--- config.mk ---
export PLATFORM = sky130hd
export DESIGN_NAME = segment_lcd_display_core
export DESIGN_NICKNAME = d
export VERILOG_FILES = /design/src/inc/lcd_core_pkg.sv /design/src/hw/sys_osc_tick.sv /design/src/hw/segment_lcd_display_core.sv
export VERILOG_INCLUDE_DIRS = /design/src /design/src/inc
export SDC_FILE = /design/constraint.sdc
export NUM_CORES = 1
export LEC_CHECK = 0
export ABC_AREA = 1
export BUFFER_PORTS_ARGS = -buffer_cell sky130_fd_sc_hd__buf_2
export CAP_MARGIN = 20
export CORE_MARGIN = 2
export CORE_UTILIZATION = 55
export DETAILED_ROUTE_END_ITERATION = 10
export GPL_TIMING_DRIVEN = 0
export PLACE_DENSITY = 0.76
export SKIP_LAST_GASP = 1
export SYNTH_ARGS = -nofsm -noshare
export SYNTH_HDL_FRONTEND = slang
export SYNTH_SLANG_ARGS = --single-unit
--- constraint.sdc ---
create_clock -name CLOCK -period 2.75 [get_ports CLOCK]
set_clock_uncertainty 0.05 [all_clocks]
set_input_delay 0.4125 -clock CLOCK [delete_from_list [all_inputs] [get_ports CLOCK]]
set_output_delay 0.4125 -clock CLOCK [all_outputs]
set_load 0.05 [all_outputs]
--- src/inc/lcd_core_regs.svh ---
// Purpose: Offsets, field positions, reset values and timing counts of the LCD core
// Assumes: 40 MHz system clock, 8-bit register port
// Notes:   Included by the core and by the bench
`ifndef LCD_CORE_REGS_SVH
`define LCD_CORE_REGS_SVH

// ****************************************
// Register offsets
// ****************************************
`define REG_PTR 3'h0
`define REG_DATA 3'h1
`define REG_MODE 3'h2
`define REG_VADJ 3'h3
`define REG_STATUS 3'h4

// ****************************************
// Mode fields
// ****************************************
`define MODE_OSC_ON 0
`define MODE_BIAS_ON 1
`define MODE_DISP_ON 2
`define MODE_HALF_BIAS 3
`define MODE_FAST_FRAME 4
`define MODE_BLINK_LO 5
`define MODE_BLINK_HI 6

// ****************************************
// Supply adjust fields
// ****************************************
`define VADJ_STEP_HI 3
`define VADJ_ADJ_OFF 4
`define VADJ_DETECT 5

// ****************************************
// Reset values and sizes
// ****************************************
`define MODE_RESET 8'h00
`define VADJ_RESET 8'h00
`define RAM_LAST_ADDR 5'h15
`define SEG_COUNT 44

// ****************************************
// Timing
// ****************************************
`define CLOCK_HZ 40000000
`define SYS_OSC_HZ 32000
`define SYS_TICK_CYC (`CLOCK_HZ / `SYS_OSC_HZ)
`define POR_IDLE_CYC (`CLOCK_HZ / 1000)
`define FRAME_SLOW_HZ 80
`define FRAME_FAST_HZ 160
`define HALF_PHASES 8
`define HALF_SLOW_TICKS (`SYS_OSC_HZ / (`FRAME_SLOW_HZ * `HALF_PHASES))
`define HALF_FAST_TICKS (`SYS_OSC_HZ / (`FRAME_FAST_HZ * `HALF_PHASES))
`define BLINK_MODE1_BIT 13
`define BLINK_MODE2_BIT 14
`define BLINK_MODE3_BIT 15

`endif

--- src/inc/lcd_core_pkg.sv ---
// Purpose: Types shared by the LCD core
// Assumes: Nothing
// Notes:   Level codes index the bias ladder from ground to supply
package lcd_core_pkg;

   typedef enum logic [1:0] {
      LVL_VSS = 2'h0,
      LVL_LOW = 2'h1,
      LVL_HIGH = 2'h2,
      LVL_LCD_SUPPLY_LEVEL_PIN = 2'h3
   } level_e;

   // Gray order along the scan
   typedef enum logic [1:0] {
      PH_COMMON_OUTPUT_FIRST = 2'h0,
      PH_COM1 = 2'h1,
      PH_COM2 = 2'h3,
      PH_COMMON_OUTPUT_FOURTH = 2'h2
   } phase_e;

   typedef logic [21:0][7:0] ram_t;

endpackage

--- src/hw/sys_osc_tick.sv ---
// Purpose: Internal system oscillator, modelled as a tick divided from CLOCK
// Assumes: CLOCK at 40 MHz
// Notes:   Stopped oscillator gives no ticks and restarts its count
`timescale 1ns/1ps
`include "lcd_core_regs.svh"

module sys_osc_tick (
   input wire logic clock,
   input wire logic rst_b,
   input wire logic run,
   output logic tick
);

   typedef struct packed {
      logic [10:0] cnt;
      logic tick;
   } osc_s;

   localparam logic [10:0] LAST = 11'(`SYS_TICK_CYC - 1);

   osc_s s;
   osc_s next_s;

   always_comb begin
      next_s = s;
      next_s.tick = 1'b0;
      if (!run) begin
         next_s.cnt = '0;
      end else if (s.cnt == LAST) begin
         next_s.cnt = '0;
         next_s.tick = 1'b1;
      end else begin
         next_s.cnt = s.cnt + 11'h001;
      end
   end

   always_ff @(posedge clock or negedge rst_b) begin
      if (!rst_b) begin
         s <= '0;
      end else begin
         s <= next_s;
      end
   end

   assign tick = s.tick;

endmodule // sys_osc_tick

--- src/hw/segment_lcd_display_core.sv ---
// Purpose: Display RAM, scan timing and drive-level generation of a 44x4 LCD driver
// Assumes: Register port on CLOCK; glass driven through level codes per pin
// Notes:   Each pin output is a 2-bit ladder tap code, decoded by the analog drivers
//
// Added by the designer: the strobed register port and the placing of the registers.
`timescale 1ns/1ps
`include "lcd_core_regs.svh"

// How it works
// - After reset every common and segment pin sits at supply level.
// - Reset selects quarter duty with one-third bias.
// - Reset leaves oscillator, bias generator and display off; no waveforms.
// - Reset enables supply adjustment and disables the supply-pin detect switch.
// - Reset selects the 80 Hz frame and blinking off.
// - Display held in 44 by 4 bits; one means segment on.
// - RAM column k feeds all segments while common k is active.
// - Byte n holds segment 2n low nibble, 2n+1 high nibble, bit k common k.
// - All scan and frame timing comes from the internal oscillator.
// - Half bias bypasses the centre divider element; third bias keeps all three.
// - 44 segment outputs formed from common phase and latched RAM bit.
// - Four common outputs follow the selected duty and bias.
// - Pointer is set first, then one or more data bytes are stored there.
// - Pointer advances by one per data byte, wrapping from last to zero.
module segment_lcd_display_core
   import lcd_core_pkg::*;
(
   input wire logic CLOCK,
   input wire logic RST_B,
   input wire logic [2:0] ADDR,
   input wire logic [7:0] WDATA,
   input wire logic WR,
   input wire logic RD,
   output logic [7:0] RDATA,
   output logic [87:0] SEGMENT_OUTPUT,
   output logic [7:0] COMMON_OUTPUT,
   output logic BIAS_GEN_ON,
   output logic BIAS_CENTRE_BYPASS,
   output logic SUPPLY_ADJUST_EN,
   output logic [3:0] SUPPLY_ADJUST_STEP,
   output logic LCD_SUPPLY_LEVEL_PIN_DETECT_EN
);

   // ****************************************
   // State
   // ****************************************
   typedef struct packed {
      ram_t ram;
      logic [43:0] latch;
      logic [4:0] ptr;
      logic osc_on;
      logic bias_on;
      logic disp_on;
      logic half_bias;
      logic fast_frame;
      logic [1:0] blink;
      logic [3:0] step;
      logic adj_en;
      logic detect_en;
      phase_e phase;
      logic half;
      logic [5:0] sub_cnt;
      logic [15:0] blink_cnt;
      logic [7:0] rdata;
      logic [87:0] seg_lvl;
      logic [7:0] com_lvl;
   } core_s;

   core_s s;
   core_s next_s;
   logic osc_tick;

   // ****************************************
   // Helpers
   // ****************************************
   function automatic logic [4:0] ptr_step(input logic [4:0] p);
      ptr_step = (p == `RAM_LAST_ADDR) ? 5'h00 : p + 5'h01;
   endfunction

   function automatic logic [4:0] ptr_load(input logic [7:0] v);
      // Out-of-range values land on zero so the pointer stays inside RAM
      ptr_load = (v[7:5] == 3'h0 && v[4:0] <= `RAM_LAST_ADDR) ? v[4:0] : 5'h00;
   endfunction

   function automatic logic [1:0] col_of(input phase_e ph);
      unique case (ph)
         PH_COMMON_OUTPUT_FIRST: col_of = 2'h0;
         PH_COM1: col_of = 2'h1;
         PH_COM2: col_of = 2'h2;
         PH_COMMON_OUTPUT_FOURTH: col_of = 2'h3;
      endcase
   endfunction

   function automatic phase_e phase_step(input phase_e ph);
      unique case (ph)
         PH_COMMON_OUTPUT_FIRST: phase_step = PH_COM1;
         PH_COM1: phase_step = PH_COM2;
         PH_COM2: phase_step = PH_COMMON_OUTPUT_FOURTH;
         PH_COMMON_OUTPUT_FOURTH: phase_step = PH_COMMON_OUTPUT_FIRST;
      endcase
   endfunction

   function automatic logic seg_bit(input ram_t r, input int seg, input logic [1:0] col);
      logic [7:0] b;
      b = r[seg / 2];
      seg_bit = (seg % 2 == 0) ? b[col] : b[3'(col) + 3'h4];
   endfunction

   function automatic logic [43:0] column_bits(input ram_t r, input logic [1:0] col);
      column_bits = '0;
      for (int n = 0; n < `SEG_COUNT; n++) begin
         column_bits[n] = seg_bit(r, n, col);
      end
   endfunction

   // Blink blanks the glass while the chosen counter bit is high
   function automatic logic dark_now(input core_s c);
      unique case (c.blink)
         2'h0: dark_now = 1'b0;
         2'h1: dark_now = c.blink_cnt[`BLINK_MODE1_BIT];
         2'h2: dark_now = c.blink_cnt[`BLINK_MODE2_BIT];
         2'h3: dark_now = c.blink_cnt[`BLINK_MODE3_BIT];
      endcase
   endfunction

   // ****************************************
   // Oscillator
   // ****************************************
   sys_osc_tick osc (
      .clock(CLOCK),
      .rst_b(RST_B),
      .run(s.osc_on),
      .tick(osc_tick)
   );

   // ****************************************
   // Next state
   // ****************************************
   always_comb begin
      logic [5:0] half_last;
      logic [1:0] col;
      logic live;
      logic dark;
      logic on;
      level_e lvl;
      half_last = 6'h00;
      col = 2'h0;
      live = 1'b0;
      dark = 1'b0;
      on = 1'b0;
      lvl = LVL_LCD_SUPPLY_LEVEL_PIN;
      next_s = s;
      next_s.rdata = 8'h00;

      // Register writes
      if (WR) begin
         unique case (ADDR)
            `REG_PTR: begin
               next_s.ptr = ptr_load(WDATA);
            end
            `REG_DATA: begin
               next_s.ram[s.ptr] = WDATA;
               next_s.ptr = ptr_step(s.ptr);
            end
            `REG_MODE: begin
               next_s.osc_on = WDATA[`MODE_OSC_ON];
               next_s.bias_on = WDATA[`MODE_BIAS_ON];
               next_s.disp_on = WDATA[`MODE_DISP_ON];
               next_s.half_bias = WDATA[`MODE_HALF_BIAS];
               next_s.fast_frame = WDATA[`MODE_FAST_FRAME];
               next_s.blink = WDATA[`MODE_BLINK_HI:`MODE_BLINK_LO];
            end
            `REG_VADJ: begin
               next_s.step = WDATA[`VADJ_STEP_HI:0];
               next_s.adj_en = !WDATA[`VADJ_ADJ_OFF];
               next_s.detect_en = WDATA[`VADJ_DETECT];
            end
            default: begin
            end
         endcase
      end

      // Register reads, data valid the cycle after the strobe only
      if (RD) begin
         unique case (ADDR)
            `REG_PTR: begin
               next_s.rdata = {3'h0, s.ptr};
            end
            `REG_DATA: begin
               next_s.rdata = s.ram[s.ptr];
               next_s.ptr = ptr_step(s.ptr);
            end
            `REG_MODE: begin
               next_s.rdata = {1'b0, s.blink, s.fast_frame, s.half_bias,
                               s.disp_on, s.bias_on, s.osc_on};
            end
            `REG_VADJ: begin
               next_s.rdata = {2'h0, s.detect_en, !s.adj_en, s.step};
            end
            `REG_STATUS: begin
               next_s.rdata = {4'h0, dark_now(s), s.half, col_of(s.phase)};
            end
            default: begin
               next_s.rdata = 8'h00;
            end
         endcase
      end

      // Scan timing, paced only by oscillator ticks
      half_last = s.fast_frame ? 6'(`HALF_FAST_TICKS - 1) : 6'(`HALF_SLOW_TICKS - 1);
      if (!s.osc_on) begin
         next_s.sub_cnt = 6'h00;
      end else if (osc_tick) begin
         next_s.blink_cnt = s.blink_cnt + 16'h0001;
         if (s.sub_cnt >= half_last) begin
            next_s.sub_cnt = 6'h00;
            next_s.half = ~s.half;
            if (s.half) begin
               next_s.phase = phase_step(s.phase);
            end
         end else begin
            next_s.sub_cnt = s.sub_cnt + 6'h01;
         end
      end

      // Drive levels
      live = s.osc_on && s.bias_on && s.disp_on;
      dark = dark_now(s);
      col = col_of(s.phase);
      // Reload on a common change or while the display is not live, so a RAM write cannot tear a running phase
      if (!live || next_s.phase != s.phase) begin
         next_s.latch = column_bits(s.ram, col_of(next_s.phase));
      end
      for (int k = 0; k < 4; k++) begin
         if (!live) begin
            lvl = LVL_LCD_SUPPLY_LEVEL_PIN;
         end else if (2'(k) == col) begin
            lvl = s.half ? LVL_VSS : LVL_LCD_SUPPLY_LEVEL_PIN;
         end else if (s.half_bias) begin
            lvl = LVL_LOW;
         end else begin
            lvl = s.half ? LVL_HIGH : LVL_LOW;
         end
         next_s.com_lvl[2*k +: 2] = lvl;
      end
      for (int n = 0; n < `SEG_COUNT; n++) begin
         on = s.latch[n] && !dark;
         if (!live) begin
            lvl = LVL_LCD_SUPPLY_LEVEL_PIN;
         end else if (on) begin
            lvl = s.half ? LVL_LCD_SUPPLY_LEVEL_PIN : LVL_VSS;
         end else if (s.half_bias) begin
            lvl = LVL_LOW;
         end else begin
            lvl = s.half ? LVL_LOW : LVL_HIGH;
         end
         next_s.seg_lvl[2*n +: 2] = lvl;
      end
   end

   // ****************************************
   // Registers
   // ****************************************
   always_ff @(posedge CLOCK or negedge RST_B) begin
      if (!RST_B) begin
         s <= '0;
         s.osc_on <= 1'(`MODE_RESET >> `MODE_OSC_ON);
         s.bias_on <= 1'(`MODE_RESET >> `MODE_BIAS_ON);
         s.disp_on <= 1'(`MODE_RESET >> `MODE_DISP_ON);
         s.half_bias <= 1'(`MODE_RESET >> `MODE_HALF_BIAS);
         s.fast_frame <= 1'(`MODE_RESET >> `MODE_FAST_FRAME);
         s.blink <= 2'(`MODE_RESET >> `MODE_BLINK_LO);
         s.step <= 4'(`VADJ_RESET);
         s.adj_en <= !1'(`VADJ_RESET >> `VADJ_ADJ_OFF);
         s.detect_en <= 1'(`VADJ_RESET >> `VADJ_DETECT);
         s.phase <= PH_COMMON_OUTPUT_FIRST;
         s.seg_lvl <= {44{LVL_LCD_SUPPLY_LEVEL_PIN}};
         s.com_lvl <= {4{LVL_LCD_SUPPLY_LEVEL_PIN}};
      end else begin
         s <= next_s;
      end
   end

   // ****************************************
   // Outputs
   // ****************************************
   assign RDATA = s.rdata;
   assign SEGMENT_OUTPUT = s.seg_lvl;
   assign COMMON_OUTPUT = s.com_lvl;
   assign BIAS_GEN_ON = s.bias_on;
   assign BIAS_CENTRE_BYPASS = s.half_bias;
   assign SUPPLY_ADJUST_EN = s.adj_en;
   assign SUPPLY_ADJUST_STEP = s.step;
   assign LCD_SUPPLY_LEVEL_PIN_DETECT_EN = s.detect_en;

endmodule // segment_lcd_display_core

; After elaboration in Yosys (flattened, before gate mapping)
; Index checks and enable logic that the tools add are counted.
[classes]
reduce_logical = 64
addsub = 5
order_cmp = 6
div = 0
n_mul = 0
bitwise_logic = 1
shift = 0
n_mux = 221
n_eq_ne = 20
[ops]
columns = cell, n
row1 = 2-bit 2-to-1 mux, 104
row2 = 176-bit bitwise mux, 1
row3 = 1-bit binary-select mux with 3-bit select, 22
row4 = 1-bit logical AND, 48
row5 = 1-bit 2-to-1 mux, 46
row6 = 1-bit binary-select mux with 2-bit select, 22
row7 = 8-bit binary-select mux with 5-bit select, 1
row8 = 8-bit demux with 5-bit select, 1
row9 = 8-bit case mux with 5 select lines, 1
row10 = 25-bit 2-to-1 mux, 1
row11 = 6-bit 2-to-1 mux, 4
row12 = 8-bit 2-to-1 mux, 3
row13 = 2-bit case mux with 4 select lines, 3
row14 = 11-bit 2-to-1 mux, 2
row15 = 5-bit 2-to-1 mux, 4
row16 = 18-bit 2-to-1 mux, 1
row17 = "16-bit by 1-bit adder with 16-bit output, second input constant", 1
row18 = "2-bit == test, second input constant", 6
row19 = "11-bit by 1-bit adder with 11-bit output, second input constant", 1
row20 = "11-bit == test, second input constant", 1
row21 = 5-bit case mux with 2 select lines, 1
row22 = 2-bit logical NOT, 4
row23 = 2-bit AND reduction, 4
row24 = 7-bit 2-to-1 mux, 1
row25 = 25 further kinds, 34
[word_totals]
latchBits = 0
ram_bits = 0
out_inout_bits = 112
ff_bits = 379
romBits = 0
mem_count = 0

; Longest topological paths before layout
; Gate-level depths: netlist (run 1).
[logic_depth]
depth_word = 12
ltp_mapped = 21
mapped_depth_nobuf = 18

; Modules after synthesis
; From an unflattened synthesis (run 1), not the netlist that was laid out.
[unflattened]
hier_cells = 2336
hier_area_um2 = 19152.1
[by_module_without_submodules]
columns = mod, area_each_um2, seq_area_each_um2, instances, cells_each
row1 = segment_lcd_display_core, 18524.0, 9305.2, 1, 2258
row2 = sys_osc_tick, 628.1, 300.3, 1, 78

; Worst setup path after synthesis (run 1)
; Ideal clock, no wire load.
[synth_timing]
path_type = reg2reg
startpoint = register s[137] in the netlist's numbering
endpoint = register s[186] in the netlist's numbering
required_time_ns = 2.583
period_less_slack_ns = 2.910
stages_incl_launch_ff = 20
setup_slack_ns = -0.160
arrival_ns = 2.743
n_path_buf = 4
path_cell_list = dfrtp_1 -> inv_1 -> ha_1 -> inv_1 -> o21bai_1 -> a21oi_1 -> nand3_1 -> nand3_2 -> buf_2 -> nand2_1 -> o21ai_1 -> inv_1 -> ha_1 -> buf_2 -> buf_2 -> buf_2 -> mux2i_1 -> o21ai_0 -> nand2_1 -> nand2_1
[synth_lines]
columns = element, line_no
row1 = start: declaration, segment_lcd_display_core.sv:68  ; core_s s;
row2 = start signal: assignment, segment_lcd_display_core.sv:279  ; s <= next_s;

==> results.sh, run 1 <==
export IMPL_status="complete, but fails checks"
export IMPL_violations="setup timing"
export IMPL_start_kind="flop"
export IMPL_antenna_found_initial=0
export IMPL_hold_violations=0
export IMPL_maxCapViolCount=0
export IMPL_rsz0062_at_grt="yes"
export IMPL_nets=2694
export IMPL_ant_nets=0
export IMPL_synthFlopType="dfrtp_1"
export IMPL_power_switching_mw=5.78
export IMPL_worst_pin_slew_ps=1030
export IMPL_finalCritPeriodShare_pct=109
export IMPL_cts_num_sinks=379
export IMPL_via_per_inst=5.72
export IMPL_final_cell_count_no_fill=3153
export IMPL_worstPathMaxFanout=7
export IMPL_rows=69
export IMPL_synth_area_top_cells="dfrtp_1 36%, nand2_1 16%, dfstp_2 13%"
export IMPL_synth_edf_count=0
export IMPL_synth_cells=2468
export IMPL_clk_latency_ps=560
export IMPL_slew_headroom_pct=31.0
export IMPL_start_util_pct=55.7
export IMPL_drt_iter0_drc=1884
export IMPL_finalWorstSetupSlack_ps=-251
export IMPL_drt_wl_total_mm=65.9
export IMPL_yosysWarnings=0
export IMPL_io_pins=127
export IMPL_grt_usage_pct=34.7
export IMPL_drv_slew=0
export IMPL_fmax_mhz=333
export IMPL_yosys_area_top_type="dfrtp_1"
export IMPL_pwr_share_seq_pct=40.8
export IMPL_wire_per_inst_um=20.9
export IMPL_htreeDepth=2
export IMPL_syn_area_per_cell_um2=8.01
export IMPL_setup_viol=44
export IMPL_reg2reg_slack_ps=-250
export IMPL_p_leak_nw=11.0
export IMPL_cts_buffer_depth=3
export IMPL_ys_async_sr_fraction_pct=100
export IMPL_intPower_mw=10.7
export IMPL_die_w_um=194
export IMPL_ys_types=48
export IMPL_synth_top_area_share_pct=35.7
export IMPL_syn_area_um2=19800
export IMPL_critPathArrivalTime_ps=3400
export IMPL_overflow=0
export IMPL_p_sw_share_pct=35.2
export IMPL_area_delta_synth_final_pct=20.5
export IMPL_hp_class="input port to flop"
export IMPL_drt_pre_antenna_iters=6
export IMPL_clkTransAtPathRegs_ps=60
export IMPL_vias=18028
export IMPL_cts_tree="built"
export IMPL_cts_buffers=41
export IMPL_grt_pass1_wl_mm=100
export IMPL_io_buffers=119
export IMPL_clockPowerShare_pct=33.6
export IMPL_min_period_ps=3000
export IMPL_dp_cells=3051
export IMPL_seq_area_frac_synth_pct=48.6
export IMPL_dieArea_um2=37500
export IMPL_combPwrFrac_pct=25.6
export IMPL_die_h_um=194
export IMPL_syn_nets=2502
export IMPL_dp_hpwl_mm=46.0
export IMPL_critPathCaptureType="flop"
export IMPL_required_ps=3140
export IMPL_critical_path_class="flop to flop"
export IMPL_final_cell_mix="812 x nand2_1, 281 x dfrtp_1, 204 x o21ai_0, 191 x inv_1, 166 x buf_2"
export IMPL_drc=0
export IMPL_dp_slack_ps=-1310
export IMPL_grt_pass1_vias=17686
export IMPL_layout_drive_gt1_share_pct=24.5
export IMPL_power_density_nw_per_um2=691
export IMPL_routabilityCongestion=1.02
export IMPL_cts_root_buffer="clkbuf_16"
export IMPL_grt_max_degree=120
export IMPL_ys_ff_latch=379
export IMPL_final_common_cell="nand2_1"
export IMPL_core_area_um2=35500
export IMPL_peakVddDrop_mv=0.565
export IMPL_finalSetupTns_ps=-8080
-- per-stage QoR --
step	power (mW)	hold WS (ps)	area (um2)	utilization, %
after floorplan	9.20	66.9	19800	-
after global placement	10.5	418	21000	59.1
after detailed placement	10.6	386	21100	59.4
after CTS	16.3	135	23500	66.2
after global routing	17.1	149	23800	67.1
final	16.4	146	23800	67.1
-- cells by family after synthesis --
logic type	share of synthesized area, %
AOI/OAI and AO/OA	13.1
xor gates and xnor gates	1.02
adders and majority gates	1.20
buffers and inverters	11.8
DFF	48.6
muxes	0.912
and+or+nand+nor	23.3
-- final cells by class --
class,count,area [um2]
Buffer,254,1820
Fill cell,2857,11700
Inverter,210,827
Multi-Input combinational cell,1623,8480
Antenna cell,1,2.50
Clock buffer,57,1220
Tap cell,461,577
Timing Repair Buffer,151,1150
Sequential cell,379,9610
Clock inverter,17,133
-- synth_stat cells (2+ instances only) --
cell and count:
nor3_2 2, buf_2 59, inv_6 2, a211oi_1 27
o21ai_0 222, inv_1 196, buf_6 8, buf_4 116
ha_1 19, nor2_2 3, nor3_1 9, clkbuf_1 66
dfstp_2 97, inv_4 3, dfrtp_1 282, nor2_1 95
nor3_4 4, o21ai_1 35, o22ai_1 5, buf_1 7
nand3b_1 2, inv_2 6, o21bai_1 2, a21oi_1 80
mux2i_1 18, xor2_1 20, nand3_1 125, nand2_2 12
nand2_1 817, nand4_1 7, a31oi_1 26, xnor2_1 3
nand3_2 2, nor2_4 8, nand2_4 9, clkinv_2 2
o211ai_1 61
-- path summary, 6_finish.rpt --
| kind | startpoint | endpoint | cells after the start |
|---|---|---|---|
| setup / recovery | s[137] | s[150] | 16 |
| hold / removal | RD | s[146] | 3 |
| setup reg to reg | s[137] | s[150] | 16 |
| hold reg to reg | s[266] | s[266] | 2 |
| max in group asynchronous | RST_B | s[163] | 3 |
| min in group asynchronous | RST_B | osc.s[11] | 2 |
-- worst max-delay path: stages (launching register included) --
cell and delay, ps:
dfrtp_2 440, inv_2 80, ha_4 280, inv_4 40, nor2_4 90, nand4_1 110, nand3_2 110, nand3_4 140
o21ai_4 210, inv_2 80, ha_4 390, clkbuf_16 210, buf_12 140, mux2i_2 220, o21ai_2 150, nand2_1 100
nand2_1 50
-- registers in the layout (all words and copies together), names as in the netlist --
register	flops
LCD_SUPPLY_LEVEL_PIN_DETECT_EN	1
osc.tick	1
osc.s	11
s	255
SUPPLY_ADJUST_EN	1
SEGMENT_OUTPUT	88
COMMON_OUTPUT	8
RDATA	8
SUPPLY_ADJUST_STEP	4
BIAS_GEN_ON	1
BIAS_CENTRE_BYPASS	1
-- power groups by stage --
stage	registers (mW)	clock network [mW]	logic [mW]
detailed placement	6.72	0	3.92
floorplan	6.63	0	2.57
CTS	6.65	5.56	4.05
global route	6.76	5.81	4.50
global placement	6.70	0	3.84
finish	6.71	5.52	4.21
-- metal layers --
metal	GRT usage, %	vias up	wire length [um]
met2	54.7	939	29500
met1	45.2	8601	25900
li1	-	8227	-
met3	7.17	261	6300
met5	0	-	0
met4	18.7	0	4190
-- repair_timing --
item,4_1_cts,5_1_grt
gates cloned,8,4
endpoints found under the setup margin,44,44
pin swaps,30,16
resized for setup,182,43
setup buffers,12,6
hold endpoints to repair,74,0
hold buffers,1,0
No activity file was read; power rests on OpenSTA's default activity.
==> run 2: changes to the inputs <==
--- a/config.mk
+++ b/config.mk
@@ -10,10 +10,10 @@
 export BUFFER_PORTS_ARGS = -buffer_cell sky130_fd_sc_hd__buf_2
 export CAP_MARGIN = 20
 export CORE_MARGIN = 2
-export CORE_UTILIZATION = 55
+export CORE_UTILIZATION = 40
 export DETAILED_ROUTE_END_ITERATION = 10
 export GPL_TIMING_DRIVEN = 0
-export PLACE_DENSITY = 0.76
+export HOLD_SLACK_MARGIN = 0.02
 export SKIP_LAST_GASP = 1
 export SYNTH_ARGS = -nofsm -noshare
 export SYNTH_HDL_FRONTEND = slang
==> results.sh, run 2 (synthesis results as in run 1) <==
export IMPL_layout_drive_gt1_share_pct=24.6
export IMPL_cts_tree="built"
export IMPL_hold_violations=0
export IMPL_insertedDiodeCount=0
export IMPL_slew_headroom_pct=35.8
export IMPL_grt_max_degree=123
export IMPL_hp_class="input port to flop"
export IMPL_die_w_um=226
export IMPL_total_power_mw=16.7
export IMPL_routabilityCongestion=1.01
export IMPL_grt_usage_pct=26.0
export IMPL_cpPeakStageDelay_ps=430
export IMPL_drt_iter0_drc=2015
export IMPL_via_per_inst=5.28
export IMPL_io_pins=127
export IMPL_status="complete, but fails checks"
export IMPL_critical_path_class="flop to flop"
export IMPL_cpMostUsedCell="buf_12"
export IMPL_drc=0
export IMPL_largest_register="s"
export IMPL_core_area_um2=48800
export IMPL_die_h_um=226
export IMPL_nets=2693
export IMPL_clk_latency_ps=570
export IMPL_wire_per_inst_um=19.7
export IMPL_finalCritPeriodShare_pct=110
export IMPL_p_leak_nw=11.1
export IMPL_grt_pass1_vias=17038
export IMPL_n_fill_cell=4671
export IMPL_area_delta_synth_final_pct=23.0
export IMPL_start_kind="flop"
export IMPL_slowest_stage="dfrtp_1"
export IMPL_antenna_found_initial=1
export IMPL_vias=17705
export IMPL_final_common_cell="nand2_1"
export IMPL_clkTransAtPathRegs_ps=60
export IMPL_dieArea_um2=51200
export IMPL_maxCapViolCount=0
export IMPL_cts_buffers=42
export IMPL_io_buffers=119
export IMPL_drv_slew=0
export IMPL_cts_num_sinks=379
export IMPL_hold_ws_ps=131
export IMPL_overflow=0
export IMPL_r2r_cells=17
export IMPL_drt_wl_total_mm=66.2
export IMPL_multiInputGateArea_um2=8630
export IMPL_worstPathMaxFanout=7
export IMPL_rows=81
export IMPL_rsz0062_at_grt="yes"
export IMPL_start_util_pct=40.5
export IMPL_critPathCaptureType="flop"
export IMPL_drt_pre_antenna_iters=6
export IMPL_hold_path_depth=3
export IMPL_required_ps=3210
export IMPL_htreeDepth=2
export IMPL_cts_buffer_depth=3
export IMPL_dp_hpwl_mm=46.9
export IMPL_final_cell_mix="814 x nand2_1, 282 x dfrtp_1, 207 x o21ai_0, 191 x inv_1, 166 x buf_2"
export IMPL_finalWorstSetupSlack_ps=-274
export IMPL_cts_root_buffer="clkbuf_16"
export IMPL_path_cells="ha_4 -> inv_4 -> o21bai_2 -> a21oi_2 -> nand3_2 -> nand3_4 -> buf_8 -> o21ai_4 -> inv_2 -> ha_4 -> buf_12 -> buf_12 -> buf_12 -> mux2i_4 -> o21ai_4 -> nand2_1 -> nand2_1"
export IMPL_largest_register_ffs=255
export IMPL_worst_pin_slew_ps=962
export IMPL_min_period_ps=3020
export IMPL_violations="setup timing"
export IMPL_peakVddDrop_mv=0.417
export IMPL_seqCellArea_um2=9610
export IMPL_ant_nets=0
export IMPL_setup_viol=44
export IMPL_critPathArrivalTime_ps=3480
export IMPL_power_density_nw_per_um2=686
export IMPL_fmax_mhz=331
export IMPL_grt_pass1_wl_mm=101
[run 2: cell count changes in the layout (fill, tap and decap cells not counted), sizes merged]
cell	previous run	this run
bufbuf	0	1
clkinv	14	17
inv	212	213
diode	1	0
bufinv	1	2
clkbuf	124	123
buf	337	332
[run 2: power by group]
| group | internal [mW] | leakage, nW | switching [mW] |
|---|---|---|---|
| Clock | 3.32 | 0.706 | 2.43 |
| Sequential | 6.25 | 4.64 | 0.444 |
| Combinational | 1.24 | 5.76 | 3.00 |
[run 2: routing by layer]
layer  share of wire, %  wire length (um)  GRT usage (%)  vias up
met5              0.020                13              0        -
met4                5.6              3730           12.5        2
met3                7.9              5260           4.87      206
met2                 45             30000           41.4      808
met1                 41             27200           34.2     8475
li1                   -                 -              -     8214
[run 2: final timing paths]
path	from	end	slack, ps
max	s[123]	s[187]	-270
max in group asynchronous	RST_B	s[160]	870
min	RD	s[143]	130
min in group asynchronous	RST_B	osc.s[2]	340
max reg2reg	s[123]	s[187]	-270
min reg2reg	s[290]	s[290]	440
[run 2: final cells by class]
type	count	share of cell area, %
inverter	210	3.40
clock inverter	21	0.762
timing repair inverter	1	0.0360
multi-input combinational	1623	35.5
tap	664	3.42
buffer	256	7.85
clock buffer	55	4.99
sequential	379	39.5
timing repair buffer	146	4.55
[run 2: critical path: cells and delay by family (launching register included)]
family,cells,cell delay [ps]
buf+inv,6,740
compound gates,4,580
fa+ha+maj,2,550
flops,1,430
simple gates,4,400
mux,1,190
[run 2: repair_timing]
| item | in CTS | in global routing |
|---|---|---|
| hold endpoints to repair | 67 | 0 |
| buffers inserted | 10 | 1 |
| setup endpoints to repair | 44 | 44 |
| cloned | 10 | 3 |
| resized for setup | 198 | 49 |
| hold buffers | 1 | 0 |
| pin swaps | 35 | 28 |
[run 2: stage by stage]
step / setup slack [ps] / setup TNS (ps) / std cells / area [um2] / utilization [%]
6_report: -274 / -10120 / 3355 / 24300 / 49.8
5_1_grt: -448 / -17390 / 3355 / 24300 / 49.8
4_1_cts: -234 / -7730 / 3351 / 23900 / 49.0
3_5_place_dp: -1310 / -47890 / 3254 / 21300 / 43.7
3_3_place_gp: -6100 / -2106170 / 3251 / 21200 / 43.5
2_1_floorplan: 9.97 / 0 / 2468 / 19800 / -
